<file path="src/ifr_cfg.svh">
// constants for the input function router: register offsets,
// reset values, selector codes and field positions.
// assumes it is included by its bare name, before the package.
`ifndef IFR_CFG_SVH
`define IFR_CFG_SVH

// ****************************************
// register offsets (word index on the port)
// ****************************************
`define IFR_ADDR_SELECT 4'h0
`define IFR_ADDR_ACTIVE 4'h1
`define IFR_ADDR_STATUS 4'h2
`define IFR_ADDR_TERMS 4'h3

// ****************************************
// reset values
// ****************************************
`define IFR_SELECT_RESET 16'h8888
`define IFR_ZERO_WORD 16'h0000
`define IFR_ZERO_TERMS 8'h00

// ****************************************
// selector digit positions and codes
// ****************************************
`define IFR_DIGIT_W 4
`define IFR_DIGITS 4
`define IFR_POS_DECEL 0
`define IFR_POS_LATCH1 1
`define IFR_POS_LATCH2 2
`define IFR_POS_LATCH3 3
`define IFR_DIGIT_MAX 4'h9
`define IFR_TERM_MAX 4'h7
`define IFR_DECEL_ON 4'h9
`define IFR_LATCH_INV_FIRST 4'hD
`define IFR_LATCH_INV_OFFSET 4'h8

// ****************************************
// status bit positions
// ****************************************
`define IFR_STAT_PENDING 0
`define IFR_STAT_REJECT 1

`endif

</file>
<file path="src/ifr_pkg.sv">
// shared types for the input function router.
// assumes ifr_cfg.svh is available on the include path.
`include "ifr_cfg.svh"

package ifr_pkg;
    // one selector digit
    typedef logic [3:0] ifr_digit_t;
    // the configuration and read data word
    typedef logic [15:0] ifr_word_t;
    // register index on the port
    typedef logic [3:0] ifr_addr_t;
    // the eight physical input terminals
    typedef logic [7:0] ifr_terms_t;
endpackage

</file>
<file path="src/ifr_router.sv">
// input function router: maps eight input terminals onto the
// homing deceleration switch and three external latch inputs.
// assumes terminals come from pins in another domain, and that
// RESTART comes from logic on CORE_CLK.
//
// Notes on behaviour
// - low digit 0-7 follows terminal 0-7
// - decel code 8 off, code 9 on
// - latch1 codes 5-7 follow terminals 5-7
// - latch1 codes B and C stay inactive
// - latch1 code D follows terminal 5 inverted
// - 16-bit word, decel digit 0-9, latch digits 0-F, reset 8888
// - digits 2 and 3 route latches 2, 3
`timescale 1ns/1ps
`default_nettype none
`include "ifr_cfg.svh"

module ifr_router
(
    input wire logic CORE_CLK,
    input wire logic RST_N,
    input wire logic CLK_EN,
    input wire logic RESTART,
    input wire ifr_pkg::ifr_terms_t IN_TERM,
    input wire ifr_pkg::ifr_addr_t REG_ADDR,
    input wire ifr_pkg::ifr_word_t REG_WDATA,
    input wire logic REG_WR,
    input wire logic REG_RD,
    output var ifr_pkg::ifr_word_t REG_RDATA,
    output var logic HOMING_DECEL_SWITCH,
    output var logic LATCH_INPUT_ONE,
    output var logic LATCH_INPUT_TWO,
    output var logic LATCH_INPUT_THREE
);
    import ifr_pkg::*;

    // ****************************************
    // declarations
    // ****************************************

    // first synchroniser stage, read only by the second
    ifr_terms_t term_meta;
    // second stage, the clean terminal levels
    ifr_terms_t term_sync;
    // word software writes; waits for a restart
    ifr_word_t input_select_word_four;
    // word the routing really uses
    ifr_word_t active_select;
    // sticky: a write held an out-of-range digit
    logic write_rejected;
    // combinational routing results
    logic next_decel;
    logic next_latch_one;
    logic next_latch_two;
    logic next_latch_three;
    // combinational read data
    ifr_word_t next_rdata;

    // ****************************************
    // helper functions
    // ****************************************

    // picks selector digit n out of a word
    function automatic ifr_digit_t get_digit
    (
        input ifr_word_t word,
        input int n
    );
        get_digit = word[n*`IFR_DIGIT_W +: `IFR_DIGIT_W];
    endfunction

    // true when the decel digit is one of its ten codes; the latch
    // digits use the whole 0-F table, so any value of theirs is legal
    function automatic logic word_in_range
    (
        input ifr_word_t word
    );
        logic ok;
        ok = 1'b1;
        if (get_digit(word, `IFR_POS_DECEL) > `IFR_DIGIT_MAX)
        begin
            ok = 1'b0;
        end
        word_in_range = ok;
    endfunction

    // decel routing: terminal, forced off or forced on
    function automatic logic route_decel
    (
        input ifr_digit_t sel,
        input ifr_terms_t terms
    );
        logic res;
        res = 1'b0;
        if (sel <= `IFR_TERM_MAX)
        begin
            // follow the chosen terminal while it is on
            res = terms[sel[2:0]];
        end
        else if (sel == `IFR_DECEL_ON)
        begin
            // held active whatever the pins do
            res = 1'b1;
        end
        else
        begin
            // code 8 holds the function inactive
            res = 1'b0;
        end
        route_decel = res;
    endfunction

    // latch routing, shared by all three latch functions
    function automatic logic route_latch
    (
        input ifr_digit_t sel,
        input ifr_terms_t terms
    );
        logic res;
        ifr_digit_t idx;
        res = 1'b0;
        idx = sel - `IFR_LATCH_INV_OFFSET;
        if (sel <= `IFR_TERM_MAX)
        begin
            // terminal n drives the latch while on
            res = terms[sel[2:0]];
        end
        else if (sel >= `IFR_LATCH_INV_FIRST)
        begin
            // inverted sense, code D maps to terminal 5
            res = ~terms[idx[2:0]];
        end
        else
        begin
            // codes 8 to C hold the latch inactive
            res = 1'b0;
        end
        route_latch = res;
    endfunction

    // ****************************************
    // terminal synchroniser
    // ****************************************

    // two flops per pin; glitches shorter than a cycle may
    // still pass, so no debounce is implied here
    always_ff @(posedge CORE_CLK or negedge RST_N)
    begin
        if (!RST_N)
        begin
            term_meta <= `IFR_ZERO_TERMS;
            term_sync <= `IFR_ZERO_TERMS;
        end
        else if (CLK_EN)
        begin
            term_meta <= IN_TERM;
            term_sync <= term_meta;
        end
    end

    // ****************************************
    // configuration word
    // ****************************************

    // software copy; an out-of-range write is dropped whole
    // rather than clamped, so a typo never half-applies
    always_ff @(posedge CORE_CLK or negedge RST_N)
    begin
        if (!RST_N)
        begin
            // factory default puts every selector at 8
            input_select_word_four <= `IFR_SELECT_RESET;
        end
        else if (CLK_EN)
        begin
            if (REG_WR && REG_ADDR == `IFR_ADDR_SELECT)
            begin
                // a decel digit above 9 refuses the write
                if (word_in_range(REG_WDATA))
                begin
                    input_select_word_four <= REG_WDATA;
                end
            end
        end
    end

    // ****************************************
    // active routing word
    // ****************************************

    // the pins keep the old routing until a restart, so a
    // running axis never sees its homing switch move
    always_ff @(posedge CORE_CLK or negedge RST_N)
    begin
        if (!RST_N)
        begin
            active_select <= `IFR_SELECT_RESET;
        end
        else if (CLK_EN)
        begin
            if (RESTART)
            begin
                // take over the written word at restart
                active_select <= input_select_word_four;
            end
        end
    end

    // ****************************************
    // rejected write flag
    // ****************************************

    // sticky; cleared by writing 1 to its status bit, and a
    // new rejection in the same cycle wins over the clear
    always_ff @(posedge CORE_CLK or negedge RST_N)
    begin
        if (!RST_N)
        begin
            write_rejected <= 1'b0;
        end
        else if (CLK_EN)
        begin
            if (REG_WR && REG_ADDR == `IFR_ADDR_SELECT
                && !word_in_range(REG_WDATA))
            begin
                // out-of-range setting refused
                write_rejected <= 1'b1;
            end
            else if (REG_WR && REG_ADDR == `IFR_ADDR_STATUS
                && REG_WDATA[`IFR_STAT_REJECT])
            begin
                write_rejected <= 1'b0;
            end
        end
    end

    // ****************************************
    // routing
    // ****************************************

    // each digit of the active word drives one function
    always_comb
    begin
        // homing decel from the lowest digit
        next_decel = route_decel(
            get_digit(active_select, `IFR_POS_DECEL), term_sync);
        // latch 1 from the second digit
        next_latch_one = route_latch(
            get_digit(active_select, `IFR_POS_LATCH1), term_sync);
        // latches 2 and 3 share the latch encoding
        next_latch_two = route_latch(
            get_digit(active_select, `IFR_POS_LATCH2), term_sync);
        next_latch_three = route_latch(
            get_digit(active_select, `IFR_POS_LATCH3), term_sync);
    end

    // function outputs straight from flops; costs one cycle
    // of latency but keeps the outputs glitch free
    always_ff @(posedge CORE_CLK or negedge RST_N)
    begin
        if (!RST_N)
        begin
            HOMING_DECEL_SWITCH <= 1'b0;
            LATCH_INPUT_ONE <= 1'b0;
            LATCH_INPUT_TWO <= 1'b0;
            LATCH_INPUT_THREE <= 1'b0;
        end
        else if (CLK_EN)
        begin
            HOMING_DECEL_SWITCH <= next_decel;
            LATCH_INPUT_ONE <= next_latch_one;
            LATCH_INPUT_TWO <= next_latch_two;
            LATCH_INPUT_THREE <= next_latch_three;
        end
    end

    // ****************************************
    // register read path
    // ****************************************

    // address decode; unmapped offsets read as zero
    always_comb
    begin
        next_rdata = `IFR_ZERO_WORD;
        if (REG_ADDR == `IFR_ADDR_SELECT)
        begin
            next_rdata = input_select_word_four;
        end
        else if (REG_ADDR == `IFR_ADDR_ACTIVE)
        begin
            // routing in use, may differ from the written word
            next_rdata = active_select;
        end
        else if (REG_ADDR == `IFR_ADDR_STATUS)
        begin
            // pending: written word not yet applied
            next_rdata[`IFR_STAT_PENDING] =
                (input_select_word_four != active_select);
            next_rdata[`IFR_STAT_REJECT] = write_rejected;
        end
        else if (REG_ADDR == `IFR_ADDR_TERMS)
        begin
            // synchronised terminal levels in the low byte
            next_rdata[7:0] = term_sync;
        end
        else
        begin
            next_rdata = `IFR_ZERO_WORD;
        end
    end

    // read data stand only in the cycle after the strobe
    always_ff @(posedge CORE_CLK or negedge RST_N)
    begin
        if (!RST_N)
        begin
            REG_RDATA <= `IFR_ZERO_WORD;
        end
        else if (CLK_EN)
        begin
            if (REG_RD)
            begin
                REG_RDATA <= next_rdata;
            end
            else
            begin
                REG_RDATA <= `IFR_ZERO_WORD;
            end
        end
    end

endmodule

`default_nettype wire

</file>
<file path="config.mk">
export PLATFORM = sky130hd
export DESIGN_NAME = ifr_router
export DESIGN_NICKNAME = d
export VERILOG_FILES = /design/src/ifr_pkg.sv /design/src/ifr_router.sv
export VERILOG_INCLUDE_DIRS = /design/src
export SDC_FILE = /design/constraint.sdc
export NUM_CORES = 1
export LEC_CHECK = 0
export BUFFER_PORTS_ARGS = -buffer_cell sky130_fd_sc_hd__buf_4
export CAP_MARGIN = 15
export CORE_MARGIN = 3
export CORE_UTILIZATION = 61
export CTS_BUF_LIST = sky130_fd_sc_hd__clkbuf_2
export DETAILED_ROUTE_END_ITERATION = 8
export PLACE_DENSITY = 0.87
export SLEW_MARGIN = 5
export SYNTH_ARGS = -nofsm -noshare
export SYNTH_HDL_FRONTEND = slang
export SYNTH_SLANG_ARGS = --single-unit
</file>
<file path="constraint.sdc">
create_clock -name CORE_CLK -period 3.7 [get_ports CORE_CLK]
set_input_delay 0.74 -clock CORE_CLK [delete_from_list [all_inputs] [get_ports CORE_CLK]]
set_output_delay 0.74 -clock CORE_CLK [all_outputs]
set_load 0.01 [all_outputs]
</file>
==> results.yml, run 1 <==
run_status:
  status: "finished clean"
clock_network:
  cts_root_buf: "clkbuf_2"
  cts_hold_buffers: 0
  cts_tree: "yes"
  cts-resized-gates: 0
  htreeDepth: 3
  cts-root-to-sink-buffers: 2
  clk_latency_ns: 0.50
  clk_pin_slew_ns: 0.18
  cts_setup_buffers: 0
  cts-buffers-inserted: 9
  clock-sinks: 69
synthesis:
  ys_warn_count: 0
  syn_inst: 266
  synth_edf_count: 0
  syn_nets: 300
  ys_seq_area_share_pct: 51.4
  synth.distinct_cells: 35
  synth.most_common_cell: "dfrtp_1"
  yosysTopAreaCellShare_pct: 45.2
  synthArstFlopShare_pct: 100
  ys_ff_latch: 69
  synth.avg_cell_area_sq_um: 12.7
  netlist_area_sq_um: 3380
  ys_top_cells_by_count: "61 x dfrtp_1, 38 x mux2_2, 17 x nand2_1"
  synthTopCellsByArea: "dfrtp_1 45%, mux2_2 13%, dfstp_2 6.2%"
  yosysTopAreaCell: "dfrtp_1"
  ys.flop_type: "dfrtp_1"
detailed_routing:
  first_pass_iters: 4
  drt-initial-drc-count: 211
  wl_per_cell_um: 19.2
  vias: 2422
  via_per_inst: 6.23
  remaining_drc_errors: 0
  ant_nets: 0
  wl_um: 7470
worst_setup_path:
  critPathBufInv: 1
  critPathKind: "reg2out"
  cp.required_ns: 2.96
  slowest_delay_ns: 0.45
  crit_chain: "buf_4"
  rr_startpoint: "active_select[0]"
  slowest_stage: "dfrtp_1"
  startpoint: "REG_RDATA[0]"
  worstRegToRegCells: 4
  r2r-end: "HOMING_DECEL_SWITCH"
  critPathCaptureType: "output port"
  path_max_fanout: 2
  critPathCapture: "REG_RDATA[0]"
  ff2ff_setup_slack_ns: 2.16
  cp.depth: 1
  cp_data_arrival_time_ns: 1.09
  crit_family: "flip-flops"
  critPathLaunchType: "register"
grt:
  grt.met2_usage_pct: 39.4
  antenna_found_initial: 0
  gr-usage-met3_pct: 6.17
  grt_use_total_pct: 25.5
  grt_pass1_wl_um: 12100
  grt_max_degree: 70
  top_usage_layer: "met2"
  overflow: 0
  met1_usage_pct: 34.8
  grt_pass1_vias: 2424
sta:
  fin_skew_ns: 0.0102
  rsz0062_at_grt: "no"
  final_max_slew_viol_count: 0
  tightestPinTransition_ns: 0.840
  min_period_ns: 1.83
  setup_viol: 0
  max_freq_mhz: 545
  period_share_pct: 49.6
  relSlewSlack_pct: 44.0
  finalSetupTns_ns: 0
  hold_violations: 0
die:
  start_util_pct: 64.5
  core.rowCount: 26
  io_pins: 54
  die_w_um: 80.4
  core_area_sq_um: 5240
  dieArea_sq_um: 6460
  die_h_um: 80.4
place:
  io_buffer_count: 53
  dp_hpwl_um: 5170
  place_congestion: 0.914
job:
  drv_cap: 0
final_layout:
  drive_above_1_share_pct: 42.6
  diodes: 0
  fillCellCount: 373
  fin_nets: 348
  utilization_pct: 74.2
  area_growth_pct: 15.2
power_and_ir_drop:
  powerDensity_nw_per_um2: 475
  p_leak_nw: 1.70
  vdd_drop_max_uv: 288
worst_hold_path:
  hold_path.class: "in2async"
-- state kept, by name (all words and copies together), names as in the netlist --
register and count:
term_sync 8, LATCH_INPUT_TWO 1, active_select 16, LATCH_INPUT_THREE 1
term_meta 8, REG_RDATA 16, write_rejected 1, LATCH_INPUT_ONE 1
HOMING_DECEL_SWITCH 1, input_select_word_four 16
-- area by class of cell --
cell class	instances	area, sq um	area share, %
clock buffer	11	55.1	1.42
clock inverter	5	51.3	1.32
inverter	3	11.3	0.290
multi-input combinational	177	1540	39.6
sequential	69	1740	44.7
tap	70	87.6	2.25
timing repair buffer	54	405	10.4
-- worst min path at each step --
stage / start / cells after the start / slack [ns] / endpoint
floorplan: RST_N / 0 / 0.44 / HOMING_DECEL_SWITCH
global placement: REG_RDATA[7] / 2 / 0.47 / REG_RDATA[7]
detailed placement: REG_RDATA[14] / 1 / 0.48 / REG_RDATA[14]
CTS: RST_N / 1 / 0.32 / REG_RDATA[2]
global route: RST_N / 1 / 0.33 / REG_RDATA[4]
finish: RST_N / 1 / 0.30 / REG_RDATA[4]
-- placed cells by master (no fill, tap or decap), drive strengths merged --
master / count
a221oi: 1
o21ai: 10
a21oi: 11
a22o: 1
nor4: 2
dfstp: 8
clkbuf: 11
clkinvlp: 1
nor3: 2
nand3b: 3
o211ai: 4
inv: 3
buf: 54
o311ai: 1
or3b: 1
clkinv: 3
nand2b: 4
dfrtp: 61
bufinv: 1
nand3: 2
a22oi: 8
o221ai: 6
o2111ai: 1
o2bb2ai: 8
a211o: 1
mux2: 47
xnor2: 16
nand2: 17
mux4: 8
nor2: 14
nand4: 5
a31oi: 4
-- per-layer routing --
layer / wire length (um) / part of all wire [%]
met5: 0 / 0
met4: 191 / 2.6
met3: 577 / 7.7
met2: 3610 / 48
met1: 3090 / 41
-- where the power goes --
group	total, W	leakage, nW	internal, W	switching, W
clock	0.000420	0.0694	0.000157	0.000262
combinational	0.000404	0.759	0.000246	0.000158
sequential	0.00102	0.868	0.000871	0.000154
-- metrics by stage --
step | setup WS [ns] | hold slack (ns) | area, sq um | power [W] | instances
2_1_floorplan | 1.75 | 0.444 | 3380 | 0.00128 | 266
3_3_place_gp | 1.42 | 0.469 | 3780 | 0.00142 | 373
3_5_place_dp | 1.38 | 0.476 | 3780 | 0.00144 | 373
4_1_cts | 1.84 | 0.315 | 3890 | 0.00185 | 389
5_1_grt | 1.80 | 0.334 | 3890 | 0.00195 | 389
6_report | 1.87 | 0.299 | 3890 | 0.00185 | 389
-- kinds of logic after synthesis --
logic type | share of synthesized area, %
DFF | 51.4
buffers and inverters | 2.89
xor gates and xnor gates | 4.15
and+or+nand+nor | 8.04
muxes | 22.0
AOI/OAI and AO/OA | 11.5
Note: power is estimated with default switching activity, not from simulation.
==> run 2, diff against run 1 <==
--- a/config.mk
+++ b/config.mk
@@ -6,13 +6,14 @@
 export SDC_FILE = /design/constraint.sdc
 export NUM_CORES = 1
 export LEC_CHECK = 0
+export ABC_AREA = 1
 export BUFFER_PORTS_ARGS = -buffer_cell sky130_fd_sc_hd__buf_4
 export CAP_MARGIN = 15
 export CORE_MARGIN = 3
-export CORE_UTILIZATION = 61
+export CORE_UTILIZATION = 53
 export CTS_BUF_LIST = sky130_fd_sc_hd__clkbuf_2
 export DETAILED_ROUTE_END_ITERATION = 8
-export PLACE_DENSITY = 0.87
+export PLACE_DENSITY = 0.8
 export SLEW_MARGIN = 5
 export SYNTH_ARGS = -nofsm -noshare
 export SYNTH_HDL_FRONTEND = slang
==> constraint.sdc (replaced) <==
create_clock -name CORE_CLK -period 1.65 [get_ports CORE_CLK]
set_input_delay 0.33 -clock CORE_CLK [delete_from_list [all_inputs] [get_ports CORE_CLK]]
set_output_delay 0.33 -clock CORE_CLK [all_outputs]
set_load 0.01 [all_outputs]
==> results.yml, run 2 <==
die:
  die_h_um: 87.6
  core.rowCount: 29
  core_area_sq_um: 6390
  dieArea_sq_um: 7670
  start_util_pct: 55.2
  die_w_um: 87.6
  io_pins: 54
power_and_ir_drop:
  powerDensity_nw_per_um2: 1010
  p_leak_nw: 2.21
  vdd_drop_max_uv: 701
synthesis:
  synth_edf_count: 0
  syn_nets: 474
  ys.flop_type: "dfrtp_1"
  syn_inst: 440
  yosysTopAreaCellShare_pct: 43.3
  yosysTopAreaCell: "dfrtp_1"
  synthTopCellsByArea: "dfrtp_1 43%, nand2_1 14%, dfstp_2 6.0%"
  synth.distinct_cells: 28
  synthArstFlopShare_pct: 100
  netlist_area_sq_um: 3530
  synth.avg_cell_area_sq_um: 8.01
  ys_top_cells_by_count: "131 x nand2_1, 61 x dfrtp_1, 36 x inv_1"
  synth.most_common_cell: "nand2_1"
  ys_ff_latch: 69
  ys_seq_area_share_pct: 49.3
  ys_warn_count: 0
detailed_routing:
  wl_um: 9090
  first_pass_iters: 5
  vias: 3259
  remaining_drc_errors: 0
  ant_nets: 0
  drt-initial-drc-count: 259
  via_per_inst: 5.50
  wl_per_cell_um: 15.3
sta:
  rsz0062_at_grt: "no"
  hold_violations: 0
  period_share_pct: 88.4
  min_period_ns: 1.46
  setup_viol: 0
  whs_ns: 0.0368
  max_freq_mhz: 685
  relSlewSlack_pct: 73.4
  final_max_slew_viol_count: 0
  fin_skew_ns: 0.0309
  finalSetupTns_ns: 0
  tightestPinTransition_ns: 0.398
clock_network:
  clk_latency_ns: 0.51
  clk_pin_slew_ns: 0.21
  cts-resized-gates: 0
  cts-buffers-inserted: 9
  cts_root_buf: "clkbuf_2"
  cts-root-to-sink-buffers: 2
  cts_tree: "yes"
  clock-sinks: 69
  htreeDepth: 3
worst_setup_path:
  cp_data_arrival_time_ns: 1.88
  critPathKind: "reg2reg"
  ff2ff_setup_slack_ns: 0.19
  path_max_fanout: 10
  critPathLaunchType: "register"
  critPathCaptureType: "register"
  cp.required_ns: 2.08
worst_hold_path:
  hold_path.class: "in2reg"
grt:
  grt_pass1_wl_um: 14500
  antenna_found_initial: 0
  grt_use_total_pct: 24.9
  grt_max_degree: 45
  overflow: 0
  grt_pass1_vias: 2982
final_layout:
  fillCellCount: 523
  final_common_cell: "nand2_1"
  multi_input_area_sq_um: 1500
  fin_nets: 545
  top_regs: "REG_RDATA (16), active_select (16), input_select_word_four (16)"
  final_cell_mix: "131 x nand2_1, 61 x dfrtp_1, 60 x buf_4"
  diodes: 0
  drive_above_1_share_pct: 25.6
  area_growth_pct: 23.6
  regArea_sq_um: 1740
job:
  drv_cap: 0
place:
  dp_hpwl_um: 6030
  place_congestion: 0.924
  io_buffer_count: 53
run_status:
  status: "finished clean"
run 2: cell types whose count changed in the layout (fill, tap and decap cells not counted), sizes merged, moves of 17 or more:
cell | previous run | this run
nand2 | 17 | 132
o21ai | 10 | 51
nor2 | 14 | 38
mux2 | 47 | 0
inv | 3 | 50
a21oi | 11 | 28
run 2: repair_timing:
action,4_1_cts,5_1_grt
hold buffers,4,12
setup buffers,0,0
endpoints found under the hold margin,28,12
run 2: cell type report:
cell class | instances | area share (%)
Sequential cell | 69 | 39.9
Clock buffer | 9 | 1.03
Clock inverter | 7 | 3.16
Inverter | 51 | 4.39
Timing Repair Buffer | 78 | 14.9
Multi-Input combinational cell | 302 | 34.4
Tap cell | 77 | 2.21
run 2: stage by stage:
stage	worst slack [ns]	cell area [sq um]	power [W]	utilization [%]	cells
global placement	0.202	4020	0.00293	62.9	561
floorplan	0.401	3530	0.00263	-	440
finish	0.191	4360	0.00440	68.2	593
CTS	0.193	4240	0.00438	66.4	581
detailed placement	0.128	4020	0.00295	62.9	561
global route	0.0738	4360	0.00466	68.2	593
run 2: worst max-delay path, cell delays in order, from the launching register on:
cell     delay [ns]
dfrtp_1        0.57
inv_2          0.10
nand2_1        0.07
nand2_1        0.05
nor2_1         0.11
nand2_1        0.07
nor2_1         0.15
nand2_1        0.07
nand2_1        0.05
nand2_1        0.05
nand2_1        0.05
nand2_1        0.04
run 2: final timing paths:
path | from | depth (start not counted) | end
setup / recovery | active_select[12] | 11 | REG_RDATA[0]
hold / removal | IN_TERM[7] | 3 | term_meta[7]
setup reg to reg | active_select[12] | 11 | REG_RDATA[0]
hold reg to reg | term_meta[6] | 2 | term_meta[6]
max in group asynchronous | RST_N | 3 | input_select_word_four[3]
min in group asynchronous | RST_N | 2 | REG_RDATA[12]
run 2: cells by family (layout without fill, tap and decap cells):
logic type	count (synthesis)	count (layout)	share of synthesized area, %
simple gates	188	188	22.7
compound gates	114	114	19.8
flops	69	69	49.3
buf+inv	69	145	8.20
run 2: per-layer routing:
| layer | GRT usage [%] | up-vias | share of wire (%) |
|---|---|---|---|
| met5 | 0 | - | 0 |
| met4 | 8.23 | 0 | 1.8 |
| met3 | 6.11 | 16 | 7.8 |
| met2 | 37.5 | 142 | 47 |
| met1 | 35.5 | 1521 | 44 |
| li1 | - | 1580 | - |
run 2: where the power goes:
group          switching [W]  internal, W
clock network       0.000623     0.000800
logic               0.000525     0.000368
registers           0.000181      0.00190
